## config.mk

```make
export PLATFORM = sky130hd
export DESIGN_NAME = cpu_decode
export DESIGN_NICKNAME = d
export VERILOG_FILES = /design/src/core/cpu_decode_pkg.sv /design/src/core/branch_link_if.sv /design/src/core/branch_target.sv /design/src/core/cpu_decode.sv
export VERILOG_INCLUDE_DIRS = /design/src /design/src/core
export SDC_FILE = /design/constraint.sdc
export NUM_CORES = 1
export LEC_CHECK = 0
export ABC_AREA = 1
export BUFFER_PORTS_ARGS = -buffer_cell sky130_fd_sc_hd__buf_2
export CORE_MARGIN = 3
export CORE_UTILIZATION = 35
export DETAILED_ROUTE_END_ITERATION = 10
export GPL_ROUTABILITY_DRIVEN = 0
export HOLD_SLACK_MARGIN = 0.1
export PLACE_DENSITY = 0.59
export SLEW_MARGIN = 20
export SYNTH_ARGS = -nofsm -noshare
export SYNTH_HDL_FRONTEND = slang
export SYNTH_SLANG_ARGS = --single-unit
```

## constraint.sdc

```tcl
create_clock -name clk -period 13.3 [get_ports clk]
set_input_delay 1.33 -clock clk [delete_from_list [all_inputs] [get_ports clk]]
set_output_delay 1.33 -clock clk [all_outputs]
set_load 0.005 [all_outputs]
```

## src/core/cpu_decode_map.svh

```systemverilog
`ifndef CPU_DECODE_MAP_SVH
`define CPU_DECODE_MAP_SVH

// Opcode groups, selected by the upper opcode nibble.
`define GRP_BITBR   4'h0
`define GRP_BITOP   4'h1
`define GRP_REL     4'h2
`define RMW_DIR     4'h3
`define RMW_A       4'h4
`define RMW_X       4'h5
`define RMW_IX1     4'h6
`define RMW_IX      4'h7
`define RM_IMM      4'hA
`define RM_DIR      4'hB
`define RM_EXT      4'hC
`define RM_IX2      4'hD
`define RM_IX1      4'hE
`define RM_IX       4'hF

// Whole opcodes.
`define OP_MULTIPLY 8'h42
`define OP_STOP     8'h8E
`define OP_WAIT     8'h8F

// Read-modify-write operations, lower nibble.
`define RMW_NEG     4'h0
`define RMW_COM     4'h3
`define RMW_LSR     4'h4
`define RMW_ROR     4'h6
`define RMW_ASR     4'h7
`define RMW_LSL     4'h8
`define RMW_ROL     4'h9
`define RMW_DEC     4'hA
`define RMW_INC     4'hC
`define RMW_NZ_TEST 4'hD
`define RMW_CLR     4'hF

// Register/memory operations, lower nibble.
`define RM_CPX      4'h3
`define RM_STA      4'h7
`define RM_JUMP     4'hC
`define RM_SUB_JUMP 4'hD
`define RM_LDX      4'hE
`define RM_STX      4'hF

// Instruction lengths in bytes.
`define LEN_1       2'h1
`define LEN_2       2'h2
`define LEN_3       2'h3

// Highest address of the short indexed form and the page-zero high byte.
`define IX1_TOP     16'h01FE
`define PAGE_ZERO   8'h00

`endif

```

## src/core/cpu_decode_pkg.sv

```systemverilog
package cpu_decode_pkg;

  typedef enum logic [2:0] {
    S_IDLE   = 3'b000,
    S_EXEC   = 3'b001,
    S_READ   = 3'b010,
    S_MODIFY = 3'b011,
    S_WRITE  = 3'b100,
    S_FINISH = 3'b101
  } seq_state_t;

endpackage

```

## src/core/branch_link_if.sv

```systemverilog
`timescale 1ns/1ps
interface branch_link_if;
  logic [15:0] pc_next;
  logic [7:0]  rel;
  logic        take;
  logic [15:0] target;

  modport calc (input pc_next, input rel, input take, output target);
  modport user (output pc_next, output rel, output take, input target);
endinterface

```

## src/core/branch_target.sv

```systemverilog
`timescale 1ns/1ps
module branch_target (
  branch_link_if.calc link
);
  wire [15:0] rel_ext;

  // Sign extension gives the reach of minus 128 to plus 127 from the next address.
  assign rel_ext     = {{8{link.rel[7]}}, link.rel};
  assign link.target = link.take ? 16'(link.pc_next + rel_ext) : link.pc_next;
endmodule

```

## src/core/cpu_decode.sv

```systemverilog
// Contract
// - Long indexed mode is three bytes; address is index plus sixteen-bit offset.
// - First offset byte is the high half, second the low half.
// - Relative addressing only for branches; taken adds signed byte, else next.
// - Displacement is two's complement, reach -128 to +127 from next address.
// - Read-modify-write reads, alters, and writes back to the same place.
// - Single-bit set and clear exist only in direct addressing.
// - Negative-zero test reads and updates flags, never writes back.
// - Bit-test branch is opcode, direct address, displacement; opcode picks bit.
// - Bit-test branch copies the tested bit into carry, taken or not.
// - Bit set, clear and test reach any bit of the lowest 256 bytes.
// - Conditional branch only when met; jumps take no register operand.
// - Register/memory ops take accumulator or index, second operand from memory.
// - Branches on interrupt pin level, one for high and one for low.
// - Halt instruction stops oscillator and enables the interrupt pin.
// - Idle instruction stops the CPU clock and enables interrupts.
// - Multiply puts accumulator times index: high byte index, low accumulator.
// - Short indexed mode adds index and byte, reaching up to 01FE.
`timescale 1ns/1ps
`include "cpu_decode_map.svh"
module cpu_decode (
  input  wire logic        clk,
  input  wire logic        arst_n,
  input  wire logic        instr_valid,
  output logic             instr_ready,
  input  wire logic [7:0]  opcode,
  input  wire logic [7:0]  oper_hi,
  input  wire logic [7:0]  oper_lo,
  input  wire logic [15:0] pc_in,
  input  wire logic [7:0]  acc_in,
  input  wire logic [7:0]  idx_in,
  input  wire logic        flag_c,
  input  wire logic        flag_z,
  input  wire logic        flag_n,
  input  wire logic        flag_h,
  input  wire logic        flag_i,
  input  wire logic        irq_pin,
  output logic [15:0]      mem_addr,
  output logic             mem_rd,
  output logic             mem_wr,
  output logic [7:0]       mem_wdata,
  input  wire logic [7:0]  mem_rdata,
  output logic             done,
  output logic [1:0]       instr_len,
  output logic [15:0]      next_pc,
  output logic             branch_taken,
  output logic [7:0]       acc_out,
  output logic [7:0]       idx_out,
  output logic             acc_load,
  output logic             idx_load,
  output logic [7:0]       reg_operand,
  output logic [7:0]       mem_operand,
  output logic             carry_load,
  output logic             carry_value,
  output logic             nz_load,
  output logic             neg_flag,
  output logic             zero_flag,
  output logic             stop_osc,
  output logic             stop_cpu_clk,
  output logic             irq_pin_enable,
  output logic             int_enable
);
  cpu_decode_pkg::seq_state_t state, next_state;
  logic [7:0]  op_q, b1_q, b2_q, a_q, x_q, opnd, rmw_res;
  logic [15:0] pc_q, ea_q;
  logic        c_q, z_q, n_q, h_q, i_q, irq_meta, irq_sync, rmw_c, rmw_cl;
  wire [3:0]  hi = op_q[7:4];
  wire [3:0]  lo = op_q[3:0];
  wire [2:0]  bitn = op_q[3:1];
  wire        is_bitbr = hi == `GRP_BITBR;
  wire        is_bitop = hi == `GRP_BITOP;
  wire        is_rel = hi == `GRP_REL;
  wire        rmw_mem = hi == `RMW_DIR || hi == `RMW_IX1 || hi == `RMW_IX;
  wire        is_rmw = rmw_mem || hi == `RMW_A || hi == `RMW_X;
  wire        is_nz_test = is_rmw && lo == `RMW_NZ_TEST;
  wire        is_rm = hi >= `RM_IMM;
  wire        is_jump = is_rm && hi != `RM_IMM && (lo == `RM_JUMP || lo == `RM_SUB_JUMP);
  wire        is_store = is_rm && hi != `RM_IMM && (lo == `RM_STA || lo == `RM_STX);
  wire        uses_x = lo == `RM_CPX || lo == `RM_LDX || lo == `RM_STX;
  wire        is_multiply = op_q == `OP_MULTIPLY;
  wire        is_stop = op_q == `OP_STOP;
  wire        is_wait = op_q == `OP_WAIT;
  wire        needs_read = is_bitbr || is_bitop || (is_rmw && rmw_mem)
                           || (is_rm && !is_jump && !is_store && hi != `RM_IMM);
  wire        writes = is_bitop || (rmw_mem && !is_nz_test) || is_store;
  wire        cap = (state == cpu_decode_pkg::S_EXEC && !needs_read)
                    || state == cpu_decode_pkg::S_MODIFY;
  wire [1:0]  len;
  wire [15:0] ea_dir, ea_ext, ea_ix2, ea_ix1, ea_ix, ea_next;
  wire [8:0]  ix1_sum;
  wire [7:0]  mask, bit_res;
  wire [7:0]  cond_set;
  wire [15:0] prod;
  wire        tbit, rel_take;
  // Direct forms, and with them single-bit set and clear, live in page zero.
  assign ea_dir  = {`PAGE_ZERO, b1_q};
  assign ea_ext  = {b1_q, b2_q};
  assign ea_ix2  = 16'({b1_q, b2_q} + {`PAGE_ZERO, x_q});
  assign ix1_sum = {1'b0, b1_q} + {1'b0, x_q};
  assign ea_ix1  = {7'h00, ix1_sum};
  assign ea_ix   = {`PAGE_ZERO, x_q};
  assign ea_next = hi == `RM_EXT ? ea_ext
                 : hi == `RM_IX2 ? ea_ix2
                 : (hi == `RM_IX1 || hi == `RMW_IX1) ? ea_ix1
                 : (hi == `RM_IX || hi == `RMW_IX) ? ea_ix
                 : ea_dir;
  assign len = (is_bitbr || hi == `RM_EXT || hi == `RM_IX2) ? `LEN_3
             : (is_bitop || is_rel || hi == `RMW_DIR || hi == `RMW_IX1
                || hi == `RM_IMM || hi == `RM_DIR || hi == `RM_IX1) ? `LEN_2
             : `LEN_1;
  assign mask    = 8'h01 << bitn;
  assign bit_res = op_q[0] ? (mem_rdata & ~mask) : (mem_rdata | mask);
  assign tbit    = mem_rdata[bitn];
  assign cond_set = {~irq_sync, ~i_q, ~n_q, ~h_q, ~z_q, ~c_q, ~(c_q | z_q), 1'b1};
  assign rel_take = cond_set[bitn] ^ op_q[0];
  assign prod = {8'h00, a_q} * {8'h00, x_q};
  branch_link_if bl ();
  assign bl.pc_next = 16'(pc_q + {14'h0000, len});
  assign bl.rel     = is_bitbr ? b2_q : b1_q;
  assign bl.take    = is_bitbr ? (tbit ^ op_q[0]) : (is_rel && rel_take);
  branch_target u_target (
    .link (bl)
  );
  always_comb
  begin
    opnd = rmw_mem ? mem_rdata : (hi == `RMW_A ? a_q : x_q);
    rmw_res = opnd;
    rmw_c = c_q;
    rmw_cl = 1'b1;
    case (lo)
      `RMW_NEG: begin rmw_res = 8'(8'h00 - opnd); rmw_c = opnd != 8'h00; end
      `RMW_COM: begin rmw_res = ~opnd; rmw_c = 1'b1; end
      `RMW_LSR: begin rmw_res = {1'b0, opnd[7:1]}; rmw_c = opnd[0]; end
      `RMW_ROR: begin rmw_res = {c_q, opnd[7:1]}; rmw_c = opnd[0]; end
      `RMW_ASR: begin rmw_res = {opnd[7], opnd[7:1]}; rmw_c = opnd[0]; end
      `RMW_LSL: begin rmw_res = {opnd[6:0], 1'b0}; rmw_c = opnd[7]; end
      `RMW_ROL: begin rmw_res = {opnd[6:0], c_q}; rmw_c = opnd[7]; end
      `RMW_DEC: begin rmw_res = 8'(opnd - 8'h01); rmw_cl = 1'b0; end
      `RMW_INC: begin rmw_res = 8'(opnd + 8'h01); rmw_cl = 1'b0; end
      `RMW_CLR: begin rmw_res = 8'h00; rmw_cl = 1'b0; end
      default:  rmw_cl = 1'b0;
    endcase
  end
  always_comb
  begin
    next_state = state;
    case (state)
      cpu_decode_pkg::S_IDLE:   if (instr_valid) next_state = cpu_decode_pkg::S_EXEC;
      cpu_decode_pkg::S_EXEC:   next_state = needs_read ? cpu_decode_pkg::S_READ
                                           : writes ? cpu_decode_pkg::S_WRITE
                                           : cpu_decode_pkg::S_FINISH;
      cpu_decode_pkg::S_READ:   next_state = cpu_decode_pkg::S_MODIFY;
      cpu_decode_pkg::S_MODIFY: next_state = writes ? cpu_decode_pkg::S_WRITE
                                           : cpu_decode_pkg::S_FINISH;
      cpu_decode_pkg::S_WRITE:  next_state = cpu_decode_pkg::S_FINISH;
      default:                  next_state = cpu_decode_pkg::S_IDLE;
    endcase
  end
  assign mem_addr    = ea_q;
  assign instr_ready = state == cpu_decode_pkg::S_IDLE;
  assign mem_rd      = state == cpu_decode_pkg::S_READ;
  assign mem_wr      = state == cpu_decode_pkg::S_WRITE;
  assign done        = state == cpu_decode_pkg::S_FINISH;
  always_ff @(posedge clk or negedge arst_n)
  begin
    if (!arst_n)
    begin
      state    <= cpu_decode_pkg::S_IDLE;
      irq_meta <= 1'b1;
      irq_sync <= 1'b1;
    end
    else
    begin
      state    <= next_state;
      irq_meta <= irq_pin;
      irq_sync <= irq_meta;
    end
  end
  always_ff @(posedge clk or negedge arst_n)
  begin
    if (!arst_n)
    begin
      {op_q, b1_q, b2_q, a_q, x_q, pc_q} <= '0;
      {c_q, z_q, n_q, h_q, i_q} <= '0;
      ea_q <= '0;
    end
    else if (instr_valid && instr_ready)
    begin
      {op_q, b1_q, b2_q, a_q, x_q, pc_q} <= {opcode, oper_hi, oper_lo, acc_in, idx_in, pc_in};
      {c_q, z_q, n_q, h_q, i_q} <= {flag_c, flag_z, flag_n, flag_h, flag_i};
    end
    else if (state == cpu_decode_pkg::S_EXEC)
      ea_q <= ea_next;
  end
  always_ff @(posedge clk or negedge arst_n)
  begin
    if (!arst_n)
    begin
      {instr_len, next_pc, branch_taken, acc_out, idx_out, acc_load, idx_load} <= '0;
      {reg_operand, mem_operand, carry_load, carry_value, nz_load, neg_flag} <= '0;
      {zero_flag, stop_osc, stop_cpu_clk, irq_pin_enable, int_enable, mem_wdata} <= '0;
    end
    else if (cap)
    begin
      instr_len    <= len;
      next_pc      <= is_jump ? ea_next : bl.target;
      branch_taken <= bl.take;
      acc_out      <= is_multiply ? prod[7:0] : rmw_res;
      idx_out      <= is_multiply ? prod[15:8] : rmw_res;
      acc_load     <= is_multiply || (hi == `RMW_A && !is_nz_test);
      idx_load     <= is_multiply || (hi == `RMW_X && !is_nz_test);
      reg_operand  <= uses_x ? x_q : a_q;
      mem_operand  <= mem_rdata;
      carry_load   <= is_bitbr || (is_rmw && rmw_cl);
      carry_value  <= is_bitbr ? tbit : rmw_c;
      nz_load      <= is_rmw;
      neg_flag     <= rmw_res[7];
      zero_flag    <= rmw_res == 8'h00;
      stop_osc       <= is_stop;
      irq_pin_enable <= is_stop;
      stop_cpu_clk <= is_wait;
      int_enable   <= is_wait;
      mem_wdata    <= is_store ? (uses_x ? x_q : a_q) : is_bitop ? bit_res : rmw_res;
    end
  end
endmodule

```

; After elaboration in Yosys (flattened, before gate mapping)
; Index checks and enable logic that the tools add are counted.
[word_totals]
elab_cells = 177
in_bits = 73
regBits = 150
[classes]
mul = 1
n_reduce_logical = 55
bitwise = 15
add_sub_neg = 7
order_cmp = 2
n_eq_ne = 34
n_mux = 30
shifts = 1
[op_table]
columns = op, count
row1 = 2-to-1 mux 8 bit, 10
row2 = case mux 8 bit (10 select lines), 1
row3 = 2-to-1 mux 16 bit, 4
row4 = == test 4 bit (second input constant), 13
row5 = == test 4 x 3 -> 1 bit (second input constant), 7
row6 = logical OR 1 bit, 27
row7 = adder 16 bit, 1
row8 = adder 16 x 2 -> 16 bit, 1
row9 = adder 16 x 8 -> 16 bit, 1
row10 = == test 8 bit (second input constant), 2
row11 = multiplier 8 x 8 -> 16 bit, 1
row12 = inverter 8 bit, 2
row13 = logical AND 1 bit, 15
row14 = case mux 3 bit (5 select lines), 1
row15 = == test 4 x 2 -> 1 bit (second input constant), 3
row16 = adder 8 x 8 -> 9 bit, 1
row17 = 2-to-1 mux 9 bit, 1
row18 = adder 8 x 1 -> 8 bit (second input constant), 1
row19 = AND 8 bit, 1
row20 = == test 8 x 7 -> 1 bit (second input constant), 1
row21 = zero test 4 bit, 2
row22 = zero test 8 bit, 1
row23 = inverter 1 bit, 8
row24 = OR 8 bit, 1
row25 = 25 further kinds, 39

; Longest topological paths before layout
[depth]
word_depth = 13
depth_mapped = 26
ltp_nobuf = 25

; Cells and area by module
; Synthesis repeated with hierarchy kept, for this count alone.
[unflattened]
hier_cells = 1826
area_unflattened_um2 = 12635.9
[by_module_without_submodules]
columns = mod, area_each_um2, seq_area_each_um2, cells_each, n_inst
row1 = cpu_decode, 11547.3, 3756.1, 1605, 1
row2 = branch_target, 1088.5, 0.0, 221, 1

; Least setup slack after synthesis
; OpenSTA, ideal clock, no wires.
[synth_path]
path_kind = flip-flop to flip-flop
from = register x_q[7]
to = register idx_out[6]
path_slack_ns = 9.133
path_stages_with_launch = 21
arrival_time_ns = 4.050
t_required_ns = 13.183
path_cell_list = dfrtp_1 -> clkbuf_1 -> nand2_1 -> fa_1 -> fa_1 -> inv_1 -> fa_1 -> fa_1 -> ha_1 -> a21oi_1 -> o21ai_0 -> nand2_1 -> nand3_1 -> nand2_1 -> nand2_1 -> a21oi_1 -> a21oi_1 -> o21ai_0 -> nand2_1 -> nand2_1 -> nand2_1
[synth_via]
elab_chain_cells = 4
[synth_lines]
columns = item, line_no
row1 = start: declaration, cpu_decode.sv:64  ; logic [7:0] op_q, b1_q, b2_q, a_q, x_q, opnd, rmw_res;
row2 = start signal: assignment, cpu_decode.sv:189  ; {op_q, b1_q, b2_q, a_q, x_q, pc_q} <= {opcode, oper_hi, oper_lo, acc_in, idx_in, pc_in};
row3 = branches (longest 3 deep; another with multiplier 8 x 8 -> 16 bit), --
row4 = 2-to-1 mux 8 bit *, cpu_decode.sv:209  ; idx_out <= is_multiply ? prod[15:8] : rmw_res;
row5 = end signal: assignment, cpu_decode.sv:209
row6 = end: declaration, cpu_decode.sv:48  ; output logic [7:0] idx_out,
; Mark *: on every way between the ends.
; A chain may end at the register's enable or synchronous reset.

; Final worst setup path
[layout_path]
from = register op_q[4]
to = register next_pc[15]
[layout_via]
elab_chain_cells = 13
[layout_lines]
columns = item, line_no
row1 = start: declaration, cpu_decode.sv:64
row2 = start signal: assignment, cpu_decode.sv:189
row3 = == test 4 x 1 -> 1 bit (no line) / == test 4 x 2 -> 1 bit (equally long branches), --
row4 = logical OR 1 bit, cpu_decode.sv:108  ; : (is_bitop || is_rel || hi == `RMW_DIR || hi == `RMW_IX1
row5 = logical OR 1 bit (no line) (5 in series), --
row6 = 2-to-1 mux 2 bit (no line), --
row7 = 2-to-1 mux 2 bit (no line) *, --
row8 = via len[1], cpu_decode.sv:88  ; wire [1:0] len;
row9 = adder 16 x 2 -> 16 bit *, cpu_decode.sv:118  ; assign bl.pc_next = 16'(pc_q + {14'h0000, len});
row10 = adder 16 bit, branch_target.sv:9  ; assign link.target = link.take ? 16'(link.pc_next + rel_ext) : link.pc_next;
row11 = 2-to-1 mux 16 bit *, branch_target.sv:9
row12 = 2-to-1 mux 16 bit *, cpu_decode.sv:206  ; next_pc <= is_jump ? ea_next : bl.target;
row13 = end signal: assignment, cpu_decode.sv:206
row14 = end: declaration, cpu_decode.sv:45  ; output logic [15:0] next_pc,
; Mark *: on every way through the listed nets, which the timed path passes. The rest lies on a longest branch.

==> run summary <==
GR Util All Layers = 22.2%
Resized Gates After CTS = 0
CP Cell Sequence = nor2_2 -> nand2_2 -> nand3_1 -> inv_1 -> fa_1 -> nor3_1 -> nand2_1 -> nor3_1 -> nand4_1 -> xnor2_1 -> ha_1 -> a21oi_1 -> o21ai_0 -> a211oi_1 -> nand2_1 -> nand2_1 -> nand2_1 -> nand2_1 -> nand3_1 -> nand2_1 -> nand2_1
Total Routed Length = 42.2 mm
Die W = 194 µm
Slew HR = 40.1%
WHS Path Cells = 0
Hold path startpoint = irq_meta
Most used cell, CP = nand2_1
Antenna violations before repair = 1
Hpwl dp = 32.8 mm
Clk root buf = clkbuf_16
Ys async rst share = 100%
Sequential fraction of the synthesis area = 30.2%
Layout cells sized above 1 = 13.5%
First-pass GRT wire length = 67.2 mm
Fillers = 3694
Critical Path Max Stage Delay = 530 ps
Routed len/inst = 17.7 µm
Die Y = 194 µm
Syn Area/Cell = 6.97 µm²
Buf/Inv on CP = 1
Hold endpoint = irq_sync
Ys Warns = 0
Fin. max-slew vios = 0
Crit-path leading delay family = simple AND/OR/NAND/NOR gates
Synth unique cells = 48
Run status = finished clean
Critical path class = flop to flop
Seq cells post-synth = 150
Antenna viol nets, final = 0
CP arrival = 4860 ps
Cell count after synthesis = 1784
RSZ-0062 raised after global routing = no
Crit path max fanout = 18
Vias in the first global route = 12107
CP required = 13640 ps
Max Freq = 0.221 GHz
Storage element area = 3760 µm²
Insertion delay to the later sink of the worst-skew pair = 450 ps
Worst R2R Start = op_q[4]
Worst setup EP type = flop
Drt via density = 5.32
Residual overflow from global routing = 0
Reg clk slew, reported paths = 70 ps
Setup_tns = 0 ps
Total of max-cap violations = 0
Multi-input gate area = 7470 µm²
Layout net count = 2100
Syn Std Cell Area = 12400 µm²
Slew @ Worst Pin = 899 ps
I/O Buffers = 162
DRC Markers = 0
Clk buf depth = 2
Largest net degree at the start of global routing = 95
# diodes = 0
First-pass DRT Iterations = 6
Synth cell count leaders = nand2_1 (481), inv_1 (235), nor2_1 (156)
Number of buffers created by CTS = 17
Dominant synthesized flop cell = dfrtp_1
Iter 0 DRT Violations = 1058
R2r worst-path depth = 21
Post-synth top area cell = dfrtp_1
Reg2Reg Setup Slack = 8780 ps
Area share of the largest cell type after synthesis = 29.8%
Fin crit period = 4520 ps
Final setup fails = 0
DIE AREA = 37800 µm²
Area contributors post-synth = dfrtp_1 (30%), nand2_1 (15%), ha_1 (7.8%)
Worst hold path class = flop to flop
Fin Clk Skew = 12.7 ps
Reg2reg end = next_pc[15]
IO Count = 163
Post-CTS Hold Buffers = 0
Max stage delay cell, worst path = dfrtp_1
Setup Fix Bufs, Post-CTS = 0
CTS tree = yes
Synth-to-layout area growth = 14.2%
Core area = 34800 µm²
Startpoint class of the critical path = flop
Depth of the CTS H-tree = 4
Via count = 12631
Starting density of the core = 35.7%
TritonCTS sink count = 150
Std-Cell Rows = 68
Post-Syn Nets = 1976
Fin crit share = 34.0%
Top-count cell post-synth = nand2_1
Final hold viol count = 0
Post-synth EDFFs = 0
-- final cells by class --
type                    count  share of cell area, %
clock buffers              18                   3.02
clock inverters            14                   1.18
inverters                 245                   6.48
multi-input cells        1323                   52.6
flip-flops and latches    150                   26.5
well taps                 455                   4.01
repair buffers            171                   6.23
-- cells in the final DEF, fill, tap and decap left out, types with 10 or more instances in the layout --
master / Yosys / layout
nand2_1: 481 / 480
inv_1: 235 / 235
buf_2: 14 / 161
nor2_1: 156 / 156
dfrtp_1: 148 / 148
a21oi_1: 138 / 138
nand3_1: 136 / 136
o21ai_0: 116 / 116
ha_1: 78 / 78
fa_1: 41 / 41
nor3_1: 21 / 21
nand4_1: 21 / 21
mux2_2: 20 / 20
clkbuf_16: 0 / 17
xor2_1: 14 / 14
a31oi_1: 14 / 14
or2_2: 10 / 10
-- sequential cells by signal, indices dropped and copies added, names as in the netlist, 2 cells and up --
register,cells
acc_out,8
b2_q,8
a_q,8
pc_q,16
instr_len,2
mem_operand,8
mem_addr,16
next_pc,16
b1_q,8
reg_operand,8
op_q,8
x_q,8
idx_out,8
mem_wdata,8
state,3
-- worst reg2reg max path, cell delays in order (launching register included) --
cell and delay, ps:
dfrtp_1 530, nor2_2 310, nand2_2 270, nand3_1 230, inv_1 80, fa_1 400
nor3_1 300, nand2_1 120, nor3_1 370, nand4_1 170, xnor2_1 230, ha_1 330
a21oi_1 210, o21ai_0 90, a211oi_1 300, nand2_1 100, nand2_1 60, nand2_1 50
nand2_1 50, nand3_1 70, nand2_1 80, nand2_1 50
-- metrics by stage --
| step | area, µm² | setup WS, ps | hold slack [ps] | util [%] | cells |
|---|---|---|---|---|---|
| 2_1_floorplan | 12400 | 9130 | 345 | - | 1784 |
| 3_3_place_gp | 13600 | 8870 | 348 | 39.1 | 2344 |
| 3_5_place_dp | 13600 | 8800 | 349 | 39.1 | 2344 |
| 4_1_cts | 14200 | 8780 | 360 | 40.8 | 2376 |
| 5_1_grt | 14200 | 8120 | 363 | 40.8 | 2376 |
| 6_report | 14200 | 8780 | 362 | 40.8 | 2376 |
-- cell families (layout without fill, tap and decap cells) --
| group | Yosys count | after routing | synth area share, % |
|---|---|---|---|
| XOR/XNOR | 23 | 23 | 1.62 |
| AND/OR/NAND/NOR | 847 | 847 | 28.4 |
| buffers and inverters | 311 | 448 | 9.77 |
| AO/OA/AOI/OAI | 314 | 314 | 13.7 |
| multiplexers | 20 | 20 | 1.81 |
| flip-flops | 150 | 150 | 30.2 |
| adder cells (fa/ha/maj) | 119 | 119 | 14.4 |
-- worst max path at each step --
stage	start	to	slack (ps)	cells after the start
finish	op_q[4]	next_pc[15]	8780	21
global route	op_q[4]	next_pc[15]	8120	23
CTS	op_q[4]	next_pc[15]	8780	21
detailed placement	op_q[4]	next_pc[15]	8800	21
global placement	op_q[4]	next_pc[15]	8870	23
floorplan	x_q[7]	idx_out[6]	9130	20
-- routing by layer --
metal  GRT usage (%)  routed length (µm)  vias to the layer above
met5               0                  14                        -
met4            8.43                1490                        2
met3            4.56                3220                       88
met2            33.9               18600                      505
met1            31.0               18800                     6021
li1                -                   -                     6015
Power is left out: the tool's default activity adds up to more than one toggle a clock period on the data nets, which glitch-free logic cannot reach.
